[config.mk]
export PLATFORM = sky130hd
export DESIGN_NAME = pth_timer
export DESIGN_NICKNAME = d
export VERILOG_FILES = /design/src/rtl/pth_pkg.sv /design/src/rtl/pth_timer.sv /design/src/rtl/pth_prescaler.sv
export SDC_FILE = /design/constraint.sdc
export NUM_CORES = 1
export LEC_CHECK = 0
export BUFFER_PORTS_ARGS = -buffer_cell sky130_fd_sc_hd__buf_4
export CORE_ASPECT_RATIO = 1.25
export CORE_UTILIZATION = 36
export DETAILED_ROUTE_END_ITERATION = 10
export PLACE_DENSITY_LB_ADDON = 0.25
export SYNTH_ARGS = -nofsm -noshare
export SYNTH_HDL_FRONTEND = slang
export SYNTH_SLANG_ARGS = --single-unit
[constraint.sdc]
create_clock -name mclk -period 2.4 [get_ports mclk]
set_clock_uncertainty 0.05 [all_clocks]
set_input_delay 0.24 -clock mclk [delete_from_list [all_inputs] [get_ports mclk]]
set_output_delay 0.24 -clock mclk [all_outputs]
set_load 0.05 [all_outputs]
[src/rtl/pth_pkg.sv]
// Shared constants, mode codes, state and control types for the period timer.
// Assumes a single clock domain; the count and postscaler advance on the prescaled tick.
package pth_pkg;

    // Widths and reset values of the count, period, postscaler and prescaler registers.
    localparam int PTH_CW = 8;
    localparam int PTH_PW = 7;
    localparam logic [7:0] PTH_COUNT_RST = 8'h00;
    localparam logic [7:0] PTH_PERIOD_RST = 8'hff;
    localparam logic [3:0] PTH_POST_RST = 4'h0;
    localparam logic [6:0] PTH_PRE_RST = 7'h00;

    // Hardware-limit mode codes, free-running class.
    localparam logic [4:0] PTH_M_SWGATE = 5'h00;
    localparam logic [4:0] PTH_M_GATE_HI = 5'h01;
    localparam logic [4:0] PTH_M_GATE_LO = 5'h02;
    localparam logic [4:0] PTH_M_RST_ANY = 5'h03;
    localparam logic [4:0] PTH_M_RST_RISE = 5'h04;
    localparam logic [4:0] PTH_M_RST_FALL = 5'h05;
    localparam logic [4:0] PTH_M_RST_LO = 5'h06;
    localparam logic [4:0] PTH_M_RST_HI = 5'h07;
    // One-shot class.
    localparam logic [4:0] PTH_O_SW = 5'h08;
    localparam logic [4:0] PTH_O_RISE = 5'h09;
    localparam logic [4:0] PTH_O_FALL = 5'h0a;
    localparam logic [4:0] PTH_O_ANY = 5'h0b;
    localparam logic [4:0] PTH_O_RISE_RR = 5'h0c;
    localparam logic [4:0] PTH_O_FALL_FR = 5'h0d;
    localparam logic [4:0] PTH_O_RISE_LR = 5'h0e;
    localparam logic [4:0] PTH_O_FALL_HR = 5'h0f;
    // Monostable class.
    localparam logic [4:0] PTH_S_RISE = 5'h11;
    localparam logic [4:0] PTH_S_FALL = 5'h12;
    localparam logic [4:0] PTH_S_ANY = 5'h13;
    // Level-started one-shot class.
    localparam logic [4:0] PTH_O_HI_LR = 5'h16;
    localparam logic [4:0] PTH_O_LO_HR = 5'h17;

    // Start and stop sequencer for the one-shot and monostable classes.
    typedef enum logic [2:0] {
        PTH_ST_IDLE = 3'b001,
        PTH_ST_COUNT = 3'b010,
        PTH_ST_DONE = 3'b100
    } pth_state_e;

    // Timer control word: run bit, prescale code, postscale select.
    typedef struct packed {
        logic run;
        logic [2:0] ckps;
        logic [3:0] postscale_select;
    } pth_ctrl_s;

    localparam pth_ctrl_s PTH_CTRL_RST = 8'h00;

    // Edge and level view of the external reset input.
    typedef struct packed {
        logic lvl;
        logic rise;
        logic fall;
    } pth_ext_s;

    // Mask of prescaler bits that must be all ones for a tick.
    function automatic logic [6:0] pth_pre_mask(input logic [2:0] ckps);
        logic [7:0] m;
        m = (8'h01 << ckps) - 8'h01;
        return m[6:0];
    endfunction : pth_pre_mask

endpackage : pth_pkg

[src/rtl/pth_timer.sv]
// Eight-bit period timer with prescaler, postscaler and hardware limit modes.
// Assumes software strobes and the external reset sources are synchronous
// to mclk; the selected external input obeys the trigger spacing limits.
// Function
// - Count advances on each prescaled tick whenever counting is enabled.
// - Count equal to period flags a match and clears on next tick.
// - Gate modes hold the count while the gate is inactive.
// - Reset clears count, sets period to all ones; both software writable.
// - Count write, control write, reset or external reset clear scalers.
// - Free-running match loads zero and bumps the postscaler.
// - Postscaler equal to select gives one-tick pulse and clears it.
// - One-shot clears run at match; restart needs run cycled.
// - One-shot stops count at zero, run cleared, on the match tick.
// - Monostable stops at zero, keeps run, restarts on external event.
// - Monostable keeps run set and restarts from an external event.
// - External input picked by source select; five-bit mode; reserved codes idle.
// - Debug freeze holds the external input level, so no edge trigger is seen.
// - Mode 0 gates on run; modes 1 and 2 also need input high/low.
// - Modes 3 to 5 reset the count on any, rising or falling edge.
// - Modes 6 and 7 hold the count in reset while input low/high.
// - One-shot 8 starts on run; 9 to 11 need a qualifying edge.
// - One-shot 12 to 15 start on edge; reset on edge or opposite level.
// - One-shot 22 and 23 start on level, reset at opposite level.
// - Edge-started modes need a fresh edge after run is set.
// - Prescaler ratio 1:1 to 1:128 ahead of the count.
// - Postscaled pulse raises a flag; enable gates it onto the interrupt.
`timescale 1ns/10ps
module pth_timer
    import pth_pkg::*;
(
    // Clock and reset.
    input wire logic mclk,
    input wire logic rst_b,
    // Software access to count, period and control.
    input wire logic count_wr,
    input wire logic [7:0] count_wdata,
    input wire logic period_wr,
    input wire logic [7:0] period_wdata,
    input wire logic ctrl_wr,
    input wire pth_ctrl_s ctrl_wdata,
    input wire logic [4:0] limit_mode,
    input wire logic [4:0] ext_reset_source_select,
    // External reset sources and debug.
    input wire logic [31:0] ext_reset_sources,
    input wire logic debug_freeze,
    // Interrupt flag control.
    input wire logic period_irq_enable,
    input wire logic period_irq_clr,
    // Status and outputs.
    output logic [7:0] count_reg,
    output logic [7:0] period_reg,
    output logic run_enable_bit,
    output logic period_pulse_out,
    output logic period_irq_flag,
    output logic period_irq
);

    // ****************************************************************
    // Declarations
    // ****************************************************************
    logic [7:0] count_q;
    logic [7:0] period_q;
    pth_ctrl_s ctrl_q;
    logic [3:0] post_q;
    logic pulse_q;
    logic irq_q;
    logic ers_prev_q;
    pth_state_e st_q;
    pth_state_e st_d;
    pth_ext_s ext;
    logic ext_reset_input;
    logic ers_eff;
    logic prescaled_tick;
    logic match;
    logic gate_ok;
    logic cnt_en;
    logic step;
    logic ext_rst;
    logic start_ev;
    logic oneshot;
    logic sequenced;
    logic reserved;
    logic scaler_clr;
    logic post_hit;
    logic stop_now;

    // ****************************************************************
    // Mode decode
    // ****************************************************************

    // One-shot classes clear the run bit when they stop.
    function automatic logic is_oneshot(input logic [4:0] m);
        return (m[4:3] == 2'b01) || (m == PTH_O_HI_LR) || (m == PTH_O_LO_HR);
    endfunction : is_oneshot

    // Monostable class keeps the run bit when it stops.
    function automatic logic is_mono(input logic [4:0] m);
        return (m == PTH_S_RISE) || (m == PTH_S_FALL) || (m == PTH_S_ANY);
    endfunction : is_mono

    // Start event for the sequenced classes.
    function automatic logic start_of(input logic [4:0] m, input pth_ext_s e);
        logic r;
        r = 1'b0;
        case (m)
            PTH_O_SW: r = 1'b1;
            PTH_O_RISE, PTH_O_RISE_RR, PTH_O_RISE_LR, PTH_S_RISE: r = e.rise;
            PTH_O_FALL, PTH_O_FALL_FR, PTH_O_FALL_HR, PTH_S_FALL: r = e.fall;
            PTH_O_ANY, PTH_S_ANY: r = e.rise | e.fall;
            PTH_O_HI_LR: r = e.lvl;
            PTH_O_LO_HR: r = !e.lvl;
            default: r = 1'b0;
        endcase
        return r;
    endfunction : start_of

    // External reset of the count: edge events and held levels.
    function automatic logic reset_of(input logic [4:0] m, input pth_ext_s e);
        logic r;
        r = 1'b0;
        case (m)
            PTH_M_RST_ANY: r = e.rise | e.fall;
            PTH_M_RST_RISE, PTH_O_RISE_RR: r = e.rise;
            PTH_M_RST_FALL, PTH_O_FALL_FR: r = e.fall;
            PTH_M_RST_LO, PTH_O_RISE_LR, PTH_O_HI_LR: r = !e.lvl;
            PTH_M_RST_HI, PTH_O_FALL_HR, PTH_O_LO_HR: r = e.lvl;
            default: r = 1'b0;
        endcase
        return r;
    endfunction : reset_of

    // Source select, freeze hold and edge detection of the external input.
    assign ext_reset_input = ext_reset_sources[ext_reset_source_select];
    assign ers_eff = debug_freeze ? ers_prev_q : ext_reset_input;
    assign ext.lvl = ers_eff;
    assign ext.rise = ers_eff & !ers_prev_q;
    assign ext.fall = !ers_eff & ers_prev_q;

    always_ff @(posedge mclk or negedge rst_b) begin
        if (!rst_b) begin
            ers_prev_q <= 1'b0;
        end else begin
            ers_prev_q <= ers_eff;
        end
    end

    assign oneshot = is_oneshot(limit_mode);
    assign sequenced = oneshot | is_mono(limit_mode);
    assign reserved = (limit_mode[4:3] == 2'b11) || (limit_mode == 5'h10) ||
        (limit_mode == 5'h14) || (limit_mode == 5'h15);

    // Start only while run is set, so an edge seen with run clear is lost.
    assign start_ev = ctrl_q.run && start_of(limit_mode, ext);
    assign ext_rst = ctrl_q.run && reset_of(limit_mode, ext);

    // ****************************************************************
    // Gating and counting
    // ****************************************************************

    // Free-running gate, sequenced state, and the reserved codes stopping.
    always_comb begin
        case (limit_mode)
            PTH_M_GATE_HI: gate_ok = ext.lvl;
            PTH_M_GATE_LO: gate_ok = !ext.lvl;
            default: gate_ok = 1'b1;
        endcase
    end

    assign cnt_en = ctrl_q.run && gate_ok && !reserved && !ext_rst &&
        (!sequenced || (st_q == PTH_ST_COUNT));
    assign match = (count_q == period_q);
    assign step = prescaled_tick && cnt_en;
    assign stop_now = step && match && sequenced;
    assign post_hit = step && match && (post_q == ctrl_q.postscale_select);
    assign scaler_clr = count_wr || ctrl_wr || ext_rst;

    // Prescaler ahead of the count register.
    pth_prescaler u_pre (
        .mclk(mclk),
        .rst_b(rst_b),
        .clr(scaler_clr),
        .ckps(ctrl_q.ckps),
        .prescaled_tick(prescaled_tick),
        .pre_cnt()
    );

    // Count register: software write, external reset, then tick.
    always_ff @(posedge mclk or negedge rst_b) begin
        if (!rst_b) begin
            count_q <= PTH_COUNT_RST;
        end else if (count_wr) begin
            count_q <= count_wdata;
        end else if (ext_rst) begin
            count_q <= PTH_COUNT_RST;
        end else if (step && match) begin
            count_q <= PTH_COUNT_RST;
        end else if (step) begin
            count_q <= count_q + 8'h01;
        end
    end

    // Period register, all ones after reset.
    always_ff @(posedge mclk or negedge rst_b) begin
        if (!rst_b) begin
            period_q <= PTH_PERIOD_RST;
        end else if (period_wr) begin
            period_q <= period_wdata;
        end
    end

    // Control word; one-shot stop clears run unless software writes now.
    always_ff @(posedge mclk or negedge rst_b) begin
        if (!rst_b) begin
            ctrl_q <= PTH_CTRL_RST;
        end else if (ctrl_wr) begin
            ctrl_q <= ctrl_wdata;
        end else if (stop_now && oneshot) begin
            ctrl_q.run <= 1'b0;
        end
    end

    // ****************************************************************
    // Start and stop sequencer
    // ****************************************************************

    // Idle waits for a start, done waits for a restart or run off.
    always_comb begin
        st_d = st_q;
        case (st_q)
            PTH_ST_IDLE: begin
                if (start_ev) begin
                    st_d = PTH_ST_COUNT;
                end
            end
            PTH_ST_COUNT: begin
                if (stop_now) begin
                    st_d = PTH_ST_DONE;
                end
            end
            PTH_ST_DONE: begin
                if (start_ev && !oneshot) begin
                    st_d = PTH_ST_COUNT;
                end
            end
            default: st_d = PTH_ST_IDLE;
        endcase
        if (!ctrl_q.run || ctrl_wr || !sequenced) begin
            st_d = PTH_ST_IDLE;
        end
    end

    always_ff @(posedge mclk or negedge rst_b) begin
        if (!rst_b) begin
            st_q <= PTH_ST_IDLE;
        end else begin
            st_q <= st_d;
        end
    end

    // ****************************************************************
    // Postscaler, period pulse and interrupt flag
    // ****************************************************************

    // Postscaler counts period matches and wraps at the select value.
    always_ff @(posedge mclk or negedge rst_b) begin
        if (!rst_b) begin
            post_q <= PTH_POST_RST;
        end else if (scaler_clr || post_hit) begin
            post_q <= PTH_POST_RST;
        end else if (step && match) begin
            post_q <= post_q + 4'h1;
        end
    end

    // Pulse lasts from the matching tick to the next tick.
    always_ff @(posedge mclk or negedge rst_b) begin
        if (!rst_b) begin
            pulse_q <= 1'b0;
        end else if (post_hit) begin
            pulse_q <= 1'b1;
        end else if (prescaled_tick || scaler_clr) begin
            pulse_q <= 1'b0;
        end
    end

    // Sticky flag; a new pulse wins over a clear in the same cycle.
    always_ff @(posedge mclk or negedge rst_b) begin
        if (!rst_b) begin
            irq_q <= 1'b0;
        end else if (post_hit) begin
            irq_q <= 1'b1;
        end else if (period_irq_clr) begin
            irq_q <= 1'b0;
        end
    end

    assign count_reg = count_q;
    assign period_reg = period_q;
    assign run_enable_bit = ctrl_q.run;
    assign period_pulse_out = pulse_q;
    assign period_irq_flag = irq_q;
    assign period_irq = irq_q && period_irq_enable;
endmodule : pth_timer

[src/rtl/pth_prescaler.sv]
// Programmable prescaler giving one tick every 1, 2, 4 ... 128 clocks.
// Assumes clr is a synchronous request from the timer core; a level reset holds it high for many cycles.
`timescale 1ns/10ps
module pth_prescaler
    import pth_pkg::*;
(
    // Clock and reset.
    input wire logic mclk,
    input wire logic rst_b,
    // Control.
    input wire logic clr,
    input wire logic [2:0] ckps,
    // Tick out and counter view.
    output logic prescaled_tick,
    output logic [6:0] pre_cnt
);

    logic [6:0] pre_q;
    logic [6:0] pre_d;

    // Free-running divider, restarted by clr.
    always_comb begin
        pre_d = clr ? PTH_PRE_RST : pre_q + 7'h01;
    end

    always_ff @(posedge mclk or negedge rst_b) begin
        if (!rst_b) begin
            pre_q <= PTH_PRE_RST;
        end else begin
            pre_q <= pre_d;
        end
    end

    // Tick when the selected low bits are all ones; code 0 ticks every clock.
    assign prescaled_tick = !clr &&
        ((pre_q & pth_pre_mask(ckps)) == pth_pre_mask(ckps));
    assign pre_cnt = pre_q;

endmodule : pth_prescaler

==> metrics.md, run 1 <==
| Metric | Value |
|---|---|
| Worst R2R Start | `st_q[2]` |
| Minimum clock period | `2760 ps` |
| Fin crit share | `1.15` |
| Register Area | `1040 um2` |
| PD cells | `455 nW/um2` |
| Die Area | `8670 um2` |
| Worst-Skew Late Latency | `300 ps` |
| Setup TNS | `-6580 ps` |
| Vias in the first global route | `3340` |
| Final Hold Fails | `0` |
| Hold path startpoint | `period_irq_clr` |
| Multi-input gate area | `2050 um2` |
| Worst Path Max Fanout | `8` |
| Total gr overflow | `0` |
| CTS clk-pin slew, worst paths | `80 ps` |
| Max Clk Rate | `362 MHz` |
| RSZ-0062 raised after global routing | `yes` |
| CP required | `2560 ps` |
| DRC errors left | `0` |
| Setup crit end kind | `flip-flop` |
| Final setup vio count | `25` |
| Root buf cell | `clkbuf_8` |
| Routed length per placed instance | `14.8 um` |
| Slack of the critical path | `-360 ps` |
| Initial Util | `0.377` |
| Final net count | `588` |
| Worst hold path type | `in -> reg` |
| Drt pass-1 iters | `4` |
| # IOs | `94` |
| Max-slew violations | `0` |
| Die Y | `104 um` |
| Total power draw | `0.00220 W` |
| Row count | `36` |
| Sequential share of the synthesized area | `0.347` |
| Antenna viol nets, final | `0` |
| Via count | `3178` |
| Cts bufs inserted | `5` |
| Die Wd | `83.5 um` |
| Post-Route WL | `8970 um` |
| Core Area | `7930 um2` |
| Layout fillers | `670` |
| P_leak | `2.18 nW` |
| Violated checks | `setup timing` |
| Number of synthesized flops with an enable pin | `0` |
| Gr usage total | `0.206` |
| Clk buf depth | `2` |
| Reg2reg end | `st_q[2]` |
| Antenna diodes | `0` |
| Max incr delay on CP | `260 ps` |
| Count of cell types in the netlist | `59` |
| Number of synthesized register bits | `41` |
| CP Launch Type | `input port` |
| Min-Delay Endpoint | `period_irq_flag` |
| GPL Wtd Cong | `0.884` |
| Worst-path cell chain | `buf_12 > buf_4 > mux2i_1 > a21oi_1 > nand3_2 > and2_4 > nand2_4 > nor2_4 > a21o_1 > ha_2 > mux2i_1 > o22ai_1 > nand2_1 > o41ai_2 > a31oi_1 > o211a_1 > buf_6 > buf_6 > nand3_2 > o211ai_1` |
| Synthesized area per cell | `8.89 um2` |
| FFs w/ async S/R, synth | `1.00` |
| Most common cell in the netlist | `dfrtp_1` |
| Worst VDD drop | `0.000319 V` |
| Area contributors post-synth | `dfrtp_1 27%, dfstp_2 7.9%, mux2i_1 6.7%, mux2_2 5.7%, xnor2_1 3.8%` |
| Worst path arrival time | `2920 ps` |
| Syn Inst Count | `336` |
| Yosys top cell area share | `0.268` |
| Net count after synthesis | `415` |
| Top Family by Delay on Critical Path | `compound AO/OA/AOI/OAI gates` |
| Port bufs | `93` |
| Initial antenna violation count | `0` |
| YS warnings | `0` |
| Status | `finished with violations` |
| Post-Syn Area | `2990 um2` |
| Initial DRC count | `123` |
| R2R depth | `8` |
| List of most frequent post-synthesis cells | `32 x dfrtp_1, 29 x nand2_1, 26 x nor2_1` |
| Syn-to-layout area delta | `61.6%` |
| CP max-delay cell | `o211a_1` |
| H-tree level count | `2` |
| Critical path buffers and inverters | `4` |
| Hpwl dp | `6570 um` |
| Global-route wire length before repair | `14600 um` |
| Share of cells above drive strength 1 | `0.516` |
| Dominant synthesized flop cell | `dfrtp_1` |
| WHS Path Cells | `2` |
| Setup slack, reg-to-reg | `-170 ps` |
| CTS Sinks | `41` |
| Post-synth top area cell | `dfrtp_1` |
| Slew margin rel. | `0.618` |
| Largest net degree at the start of global routing | `42` |
| Vias/cell | `5.25` |
| CTS tree | `yes` |
| Crit Path Class | `in -> reg` |
| Max-cap violations | `0` |
| Worst-margin pin slew | `559 ps` |
-- layout make-up --
class | count | area share
multi-input cells | 267 | 0.425
flip-flops and latches | 41 | 0.215
clock buffers | 7 | 0.0179
inverters | 13 | 0.0101
repair buffers | 181 | 0.301
well taps | 95 | 0.0246
clock inverters | 1 | 0.00622
-- worst register-to-register path, stage by stage, from the launching register on --
cell and delay [ps]:
dfrtp_1 410, or3b_1 400, a21o_1 190, o21ai_0 100, o2111ai_2 170, or4_1 480
buf_4 190, or3_1 380, a21oi_2 150
-- metal layers --
metal | routed length, um | up-vias | GRT usage
met5 | 0 | - | 0
met4 | 214 | 0 | 0.0799
met1 | 3580 | 1510 | 0.230
met3 | 371 | 14 | 0.0231
met2 | 4800 | 91 | 0.392
li1 | - | 1563 | -
-- stage by stage --
step / instances / utilization / area (um2) / hold WS (ps) / setup WS, ps
global placement: 568 / 0.536 / 4250 / 207 / -596
floorplan: 336 / - / 3070 / -106 / -338
finish: 605 / 0.609 / 4830 / 78.6 / -360
detailed placement: 568 / 0.536 / 4250 / 207 / -732
CTS: 602 / 0.594 / 4710 / 74.0 / -230
global route: 605 / 0.609 / 4830 / 87.5 / -491
-- power by group --
group	internal (W)	total (W)	switching, W
Combinational	0.000425	0.000826	0.000401
Sequential	0.000747	0.000786	0.0000392
Clock	0.000339	0.000585	0.000245
Total	0.00151	0.00220	0.000686
-- cells in the final DEF, fill, tap and decap left out, drive strengths merged, types with 2 or more instances in the layout --
master,n
buf,180
dfrtp,32
nand2,30
nor2,26
mux2i,20
o21ai,18
a21oi,17
mux2,15
xnor2,13
inv,13
nand2b,12
dfstp,9
nand3,9
nor3,8
nor2b,7
a31oi,7
clkbuf,7
and3,6
a22oi,6
xor2,5
nand4,5
or3,5
and2,5
ha,5
a21boi,5
nor4,4
o211ai,4
or4,4
a21o,3
nand3b,3
o21bai,2
nor3b,2
a2bb2oi,2
nand4b,2
o41ai,2
-- cell families (layout without fill, tap and decap cells) --
family | count (synthesis) | in the layout | share of synthesized area
AOI/OAI and AO/OA | 78 | 78 | 0.181
xor gates and xnor gates | 18 | 18 | 0.0528
adders and majority gates | 5 | 5 | 0.0209
buffers and inverters | 28 | 202 | 0.0444
DFF | 41 | 41 | 0.347
muxes | 35 | 35 | 0.124
and+or+nand+nor | 131 | 131 | 0.230
-- worst max path at each step --
stage	slack (ps)	start	depth (start not counted)	endpoint
5_1_grt	-490	ext_reset_source_select[0]	20	count_reg[6]
3_5_place_dp	-730	ext_reset_source_select[0]	18	st_q[2]
6_report	-360	ext_reset_source_select[0]	20	count_reg[6]
2_1_floorplan	-340	ext_reset_source_select[0]	18	st_q[2]
3_3_place_gp	-600	ext_reset_source_select[0]	18	st_q[2]
4_1_cts	-230	ext_reset_source_select[0]	19	count_reg[6]
-- timing repair --
action / CTS / global route
pin swaps: 15 / 18
cloned: 1 / 0
gates resized for setup: 32 / 28
setup buffers: 24 / 4
hold buffers: 1 / 0
endpoints found under the hold margin: 32 / 0
setup endpoints to repair: 25 / 25
No activity file was read; power rests on OpenSTA's default activity.
==> run 2: changes to the inputs <==
--- a/config.mk
+++ b/config.mk
@@ -7,7 +7,7 @@
 export LEC_CHECK = 0
 export BUFFER_PORTS_ARGS = -buffer_cell sky130_fd_sc_hd__buf_4
 export CORE_ASPECT_RATIO = 1.25
-export CORE_UTILIZATION = 36
+export CORE_UTILIZATION = 43
 export DETAILED_ROUTE_END_ITERATION = 10
 export PLACE_DENSITY_LB_ADDON = 0.25
 export SYNTH_ARGS = -nofsm -noshare
==> run 2 against run 1 <==
Net effect:
- utilization rose by 9.7 points
- die area down 16%
- combinational power hardly changed
- critical path type unchanged
- flip-flop and latch count stayed put
- maximum frequency fell by 2.9%
- total power decreased by 4.9%
- the flow still finishes with violations (setup timing)
- first-iteration DRC count grew 15%
- register-to-register slack got worse by 50 ps
- non-clock buffer count fell by 6
- cell count shrank 2.3%
- global-route usage increased by 4.6 points
==> metrics.md, run 2 (synthesized netlist as in run 1, its figures left out) <==
| Metric | Value |
|---|---|
| Largest net degree at the start of global routing | `42 (unchanged)` |
| Final net count | `582 (-1.0%)` |
| PD cells | `446 nW/um2 (-2.1%)` |
| CTS Sinks | `41 (unchanged)` |
| Crit Path Class | `in -> reg` |
| RSZ-0062 raised after global routing | `yes` |
| Setup slack, reg-to-reg | `-220 ps (-50 ps)` |
| Die Y | `95.2 um (-8.3%)` |
| CTS tree | `yes` |
| Reg2reg end | `st_q[2]` |
| Worst VDD drop | `0.000243 V (-24%)` |
| Status | `finished with violations` |
| # IOs | `94 (unchanged)` |
| Antenna diodes | `0 (unchanged)` |
| P_leak | `2.13 nW (-2.0%)` |
| GR Layer Usage met3 | `0.0306 (+0.00751)` |
| Top Family by Delay on Critical Path | `compound AO/OA/AOI/OAI gates` |
| Max-slew violations | `0 (unchanged)` |
| Syn-to-layout area delta | `57.1%` |
| Most used routing layer | `met2` |
| Hpwl dp | `6560 um (-0.11%)` |
| Hold WS | `80.8 ps (+2.17 ps)` |
| CP required | `2580 ps (+20 ps)` |
| Clk buf depth | `2 (unchanged)` |
| Gate power share | `0.394 (+0.018)` |
| Clock share of power | `0.229 (-0.037)` |
| Max Clk Rate | `352 MHz (-2.9%)` |
| Worst hold path type | `in -> reg` |
| Psw | `0.000686 W (about the same)` |
| Min-Delay Endpoint | `period_irq_flag` |
| Most common cell after layout, fill and taps aside | `buf_4` |
| Slew margin rel. | `0.653 (+0.0354)` |
| Max-cap violations | `0 (unchanged)` |
| Worst path arrival time | `3020 ps (+100 ps)` |
| Drt pass-1 iters | `4 (unchanged)` |
| Die Wd | `76.5 um (-8.3%)` |
| Share of cells above drive strength 1 | `0.496 (-0.0197)` |
| Global-route wire length before repair | `14600 um (about the same)` |
| CTS clk-pin slew, worst paths | `90 ps (about the same)` |
| Vias in the first global route | `3320 (-0.60%)` |
| Port bufs | `93 (unchanged)` |
| Met1 usage | `0.272 (+0.0422)` |
| WHS Path Cells | `2 (unchanged)` |
| Final Hold Fails | `0 (unchanged)` |
| Switch share | `0.328 (+0.0161)` |
| Vias/cell | `5.46 (+4.0%)` |
| Worst-Skew Late Latency | `290 ps (about the same)` |
| Worst-path cell chain | `buf_12 > buf_12 > mux2i_1 > a22oi_2 > nand3_1 > and2_4 > nand2_2 > nor2_2 > a21o_1 > inv_2 > ha_4 > mux2i_1 > o22ai_1 > nand2_1 > o41ai_2 > a31oi_2 > o211ai_1 > or3_1 > a21oi_2` |
| Routed length per placed instance | `15.5 um (+4.7%)` |
| Initial DRC count | `142 (+15%)` |
| Worst Path Max Fanout | `7 (-1)` |
| H-tree level count | `2 (unchanged)` |
| Minimum clock period | `2840 ps (+81.7 ps)` |
| Initial antenna violation count | `0 (unchanged)` |
| Antenna viol nets, final | `0 (unchanged)` |
| Power share of the sequential group | `0.377 (+0.019)` |
| Worst-margin pin slew | `520 ps (-38.7 ps)` |
| GPL Wtd Cong | `0.918 (+3.8%)` |
| Slack of the critical path | `-442 ps (-81.7 ps)` |
| Most frequent cells in the layout | `156 x buf_4, 31 x dfrtp_1, 28 x nand2_1` |
| Critical path buffers and inverters | `3 (-1)` |
| Cts bufs inserted | `5 (unchanged)` |
| Setup TNS | `-9480 ps (-2900 ps)` |
| Total gr overflow | `0 (unchanged)` |
| Fin crit share | `1.18 (+0.0340)` |
| R2R depth | `13 (+5)` |
| Final setup vio count | `26 (+4.0%)` |
| Root buf cell | `clkbuf_8` |
| Core Area | `6650 um2 (-16%)` |
| Met2 usage | `0.490 (+0.0986)` |
| Hold path startpoint | `period_irq_clr` |
| CP max-delay cell | `or3_1` |
| DRC errors left | `0 (unchanged)` |
| Pint | `0.00140 W (-7.1%)` |
| Max incr delay on CP | `390 ps (+130 ps)` |
| Via count | `3228 (+1.6%)` |
| CP Launch Type | `input port` |
| Initial Util | `0.449 (+0.0725)` |
| Row count | `33 (-8.3%)` |
| Setup crit end kind | `flip-flop` |
| Worst R2R Start | `ers_prev_q` |
| Violated checks | `setup timing` |
| Die Area | `7280 um2 (-16%)` |
| Post-Route WL | `9180 um (+2.3%)` |
| Gr usage total | `0.251 (+0.0457)` |
run 2: changes by cell type in the layout (fill, tap and decap cells not counted), moves of 2 or more:
cell	delta
o21ai_1	+3
buf_4	-10
nor2_4	-7
nand3_1	+3
buf_6	+5
nor2_2	+2
nand3_2	-3
o21ai_2	-2
nor2_1	+5
run 2: layout make-up:
class,count,area [um2]
Tap cell,87,109
Inverter,13,48.8
Timing Repair Buffer,175,1410
Clock inverter,2,13.8
Clock buffer,6,82.6
Sequential cell,41,1040
Multi-Input combinational cell,267,1990
Fill cell,530,1960
run 2: metal layers:
metal  up-vias  part of all wire
met2       108              0.54
li1       1553                 -
met3        28             0.037
met1      1539              0.39
met5         -                 0
met4         0             0.032
run 2: power by group through the flow:
stage	Clock, W	Sequential [W]	Combinational, W
finish	0.000478	0.000789	0.000823
global route	0.000520	0.000796	0.000878
CTS	0.000500	0.000789	0.000774
detailed placement	0	0.000802	0.000674
global placement	0	0.000799	0.000667
floorplan	0	0.000912	0.000268
run 2: timing repair:
| item | CTS | global route |
|---|---|---|
| gates cloned | 0 | 0 |
| hold buffers | 1 | 0 |
| endpoints found under the setup margin | 25 | 26 |
| endpoints found under the hold margin | 32 | 0 |
| resized for setup | 33 | 14 |
| pin swaps | 23 | 15 |
| setup buffers | 20 | 4 |
run 2: worst max-delay path by stage:
stage          cells after the start      end                       start  slack [ps]
2_1_floorplan                     18  st_q[2]  ext_reset_source_select[0]        -340
3_3_place_gp                      18  st_q[2]  ext_reset_source_select[0]        -570
3_5_place_dp                      18  st_q[2]  ext_reset_source_select[2]        -640
4_1_cts                           18  st_q[2]  ext_reset_source_select[2]        -240
5_1_grt                           18  st_q[1]  ext_reset_source_select[0]        -510
6_report                          19  st_q[2]  ext_reset_source_select[0]        -440
run 2: through the flow:
stage	instance area [um2]	total power, W	instances	util	setup WS, ps
after floorplan	3070	0.00118	336	-	-338
final	4690	0.00209	591	0.706	-442
after global routing	4690	0.00219	591	0.706	-510
after global placement	4220	0.00147	558	0.635	-571
after detailed placement	4220	0.00148	558	0.635	-640
after CTS	4590	0.00206	587	0.690	-236
run 2: worst reg2reg max path, delay by kind of cell (launching register included):
family | cells | cell delay, ps
multiplexers | 1 | 150
buffers and inverters | 3 | 360
AND/OR/NAND/NOR | 2 | 500
flip-flops | 1 | 420
adder cells (fa/ha/maj) | 1 | 160
AO/OA/AOI/OAI | 6 | 900
==> run 3: changes to the inputs <==
--- a/config.mk
+++ b/config.mk
@@ -7,7 +7,7 @@
 export LEC_CHECK = 0
 export BUFFER_PORTS_ARGS = -buffer_cell sky130_fd_sc_hd__buf_4
 export CORE_ASPECT_RATIO = 1.25
-export CORE_UTILIZATION = 43
+export CORE_UTILIZATION = 47
 export DETAILED_ROUTE_END_ITERATION = 10
 export PLACE_DENSITY_LB_ADDON = 0.25
 export SYNTH_ARGS = -nofsm -noshare
==> run 3 against run 2 <==
Net effect:
- the flow still finishes with violations (setup timing)
- first-iteration DRC count grew 27%
- worst setup slack gained 180 ps
- die area down 8.3%
- clock power increased by 21%
- total power fell by 0.26%
- critical path depth is the same
- flip-flop and latch count stayed put
- hold slack better by 1.4 ps
- routed wire length decreased by 11%
- utilization rose by 2.2 points
- critical endpoint is now post_q[2]
- largest power group is now registers
==> metrics.md, run 3 (synthesized netlist as in run 1, its figures left out) <==
| Metric | Value |
|---|---|
| Status | `finished with violations` |
| Violated checks | `setup timing` |
| Worst path arrival time | `2830 ps (-190 ps)` |
| P_leak | `2.03 nW (-4.8%)` |
| Crit Path Class | `in -> reg` |
| # IOs | `94 (unchanged)` |
| Share of cells above drive strength 1 | `0.471 (-0.0250)` |
| Via count | `3134 (-2.9%)` |
| Hpwl dp | `6240 um (-4.9%)` |
| GPL Wtd Cong | `0.961 (+4.8%)` |
| CP Launch Type | `input port` |
| Max-slew violations | `0 (unchanged)` |
| Max-cap violations | `0 (unchanged)` |
| Worst VDD drop | `0.000283 V (+16%)` |
| Gate power share | `0.342 (-0.052)` |
| Slack of the critical path | `-260 ps (+182 ps)` |
| Worst-Skew Late Latency | `290 ps (about the same)` |
| CTS Sinks | `41 (unchanged)` |
| PD cells | `464 nW/um2 (+4.2%)` |
| Worst slack, placed | `-589 ps (+51.1 ps)` |
| Cts bufs inserted | `5 (unchanged)` |
| R2R depth | `8 (-5)` |
| Antenna diodes | `0 (unchanged)` |
| Most common cell after layout, fill and taps aside | `buf_4` |
| Vias in the first global route | `3078 (-7.3%)` |
| Slew margin rel. | `0.503 (-0.150)` |
| Psw | `0.000645 W (-6.0%)` |
| Port bufs | `93 (unchanged)` |
| Vias/cell | `5.51 (+0.84%)` |
| Syn-to-layout area delta | `50.3%` |
| Worst hold path type | `in -> reg` |
| Antenna viol nets, final | `0 (unchanged)` |
| Initial DRC count | `181 (+27%)` |
| Max Clk Rate | `376 MHz (+6.8%)` |
| Power share of the sequential group | `0.379 (+0.002)` |
| Core Area | `6170 um2 (-7.2%)` |
| DRC errors left | `0 (unchanged)` |
| CTS clk-pin slew, worst paths | `80 ps (about the same)` |
| Gr usage total | `0.250 (-0.00107)` |
| Final Hold Fails | `0 (unchanged)` |
| CP required | `2570 ps (about the same)` |
| Switch share | `0.309 (-0.0189)` |
| Initial Util | `0.484 (+0.0351)` |
| Drt pass-1 iters | `4 (unchanged)` |
| Crit path capture | `post_q[2]` |
| Post-Route WL | `8200 um (-11%)` |
| Die Area | `6680 um2 (-8.3%)` |
| Die Y | `91.1 um (-4.3%)` |
| Setup crit end kind | `flip-flop` |
| Clock share of power | `0.278 (+0.049)` |
| Reg2reg end | `post_q[0]` |
| Setup slack, reg-to-reg | `-150 ps (+70 ps)` |
| Fin crit share | `1.11 (-0.0758)` |
| Worst R2R Start | `st_q[0]` |
| Total power draw | `0.00208 W (-0.26%)` |
| H-tree level count | `2 (unchanged)` |
| Most frequent cells in the layout | `147 x buf_4, 31 x dfrtp_1, 28 x nand2_1` |
| Initial antenna violation count | `0 (unchanged)` |
| Root buf cell | `clkbuf_8` |
| RSZ-0062 raised after global routing | `yes` |
| Pint | `0.00144 W (+2.5%)` |
| Row count | `32 (-3.0%)` |
| Worst setup path startpoint | `ext_reset_source_select[0]` |
| Worst-margin pin slew | `727 ps (+206 ps)` |
| Largest net degree at the start of global routing | `42 (unchanged)` |
| CTS tree | `yes` |
| Global-route wire length before repair | `13300 um (-8.8%)` |
| Routed length per placed instance | `14.4 um (-7.2%)` |
| Total gr overflow | `0 (unchanged)` |
| Clk buf depth | `2 (unchanged)` |
| Die Wd | `73.3 um (-4.2%)` |
| Worst Path Max Fanout | `11 (+4)` |
| Minimum clock period | `2660 ps (-182 ps)` |
| Final setup vio count | `25 (-3.8%)` |
| Final net count | `562 (-3.4%)` |
-- run 3: layer usage --
| metal | part of all wire | global-route usage | up-vias |
|---|---|---|---|
| met4 | 0.026 | 0.101 | 0 |
| met2 | 0.53 | 0.445 | 110 |
| li1 | - | - | 1511 |
| met5 | 0 | 0 | - |
| met3 | 0.043 | 0.0422 | 22 |
| met1 | 0.41 | 0.291 | 1491 |
-- run 3: critical path, stage by stage --
cell,delay (ps)
buf_12,120
buf_12,130
mux2i_1,110
a22oi_1,210
nand3_1,120
and2_4,180
nand2_2,70
nor2_2,40
a21o_1,180
ha_2,190
mux2i_1,140
o22ai_1,100
nand2_1,90
o41ai_2,70
a31oi_1,230
o211a_1,230
nand2b_1,110
buf_12,160
a21oi_2,110
-- run 3: worst min path at each step --
stage	start	to	cells past startpoint
after floorplan	rst_b	count_reg[0]	0
after global placement	rst_b	count_reg[4]	1
after detailed placement	rst_b	count_reg[2]	1
after CTS	period_irq_clr	period_irq_flag	2
after global routing	period_irq_clr	period_irq_flag	2
final	period_irq_clr	period_irq_flag	2
-- run 3: power groups by stage --
stage	Clock, W	Combinational, W	Sequential, W
floorplan	0	0.000268	0.000912
global placement	0	0.000649	0.000801
detailed placement	0	0.000664	0.000803
CTS	0.000587	0.000688	0.000791
global route	0.000613	0.000765	0.000798
finish	0.000580	0.000713	0.000791
-- run 3: metrics by stage --
| stage | instance area, um2 | TNS [ps] | instances | util | hold slack (ps) |
|---|---|---|---|---|---|
| final | 4490 | -5280 | 569 | 0.728 | 82.2 |
| after global routing | 4490 | -9100 | 569 | 0.728 | 81.5 |
| after CTS | 4410 | -3070 | 566 | 0.716 | 80.8 |
| after detailed placement | 4200 | -12480 | 554 | 0.682 | 203 |
| after global placement | 4200 | -10420 | 554 | 0.682 | 196 |
| after floorplan | 3070 | -7130 | 336 | - | -106 |
-- run 3: timing repair --
item | 4_1_cts | 5_1_grt
pin swaps | 17 | 18
gates resized for setup | 18 | 14
buffers inserted | 3 | 3
endpoints found under the setup margin | 25 | 25
hold buffers | 1 | 0
endpoints found under the hold margin | 32 | 0
-- run 3: area by class of cell --
cell class	count	area, um2
well taps	85	106
repair buffers	155	1220
clock buffers	7	86.3
inverters	13	48.8
clock inverters	1	30.0
flip-flops and latches	41	1040
multi-input cells	267	1960
fillers	496	1680
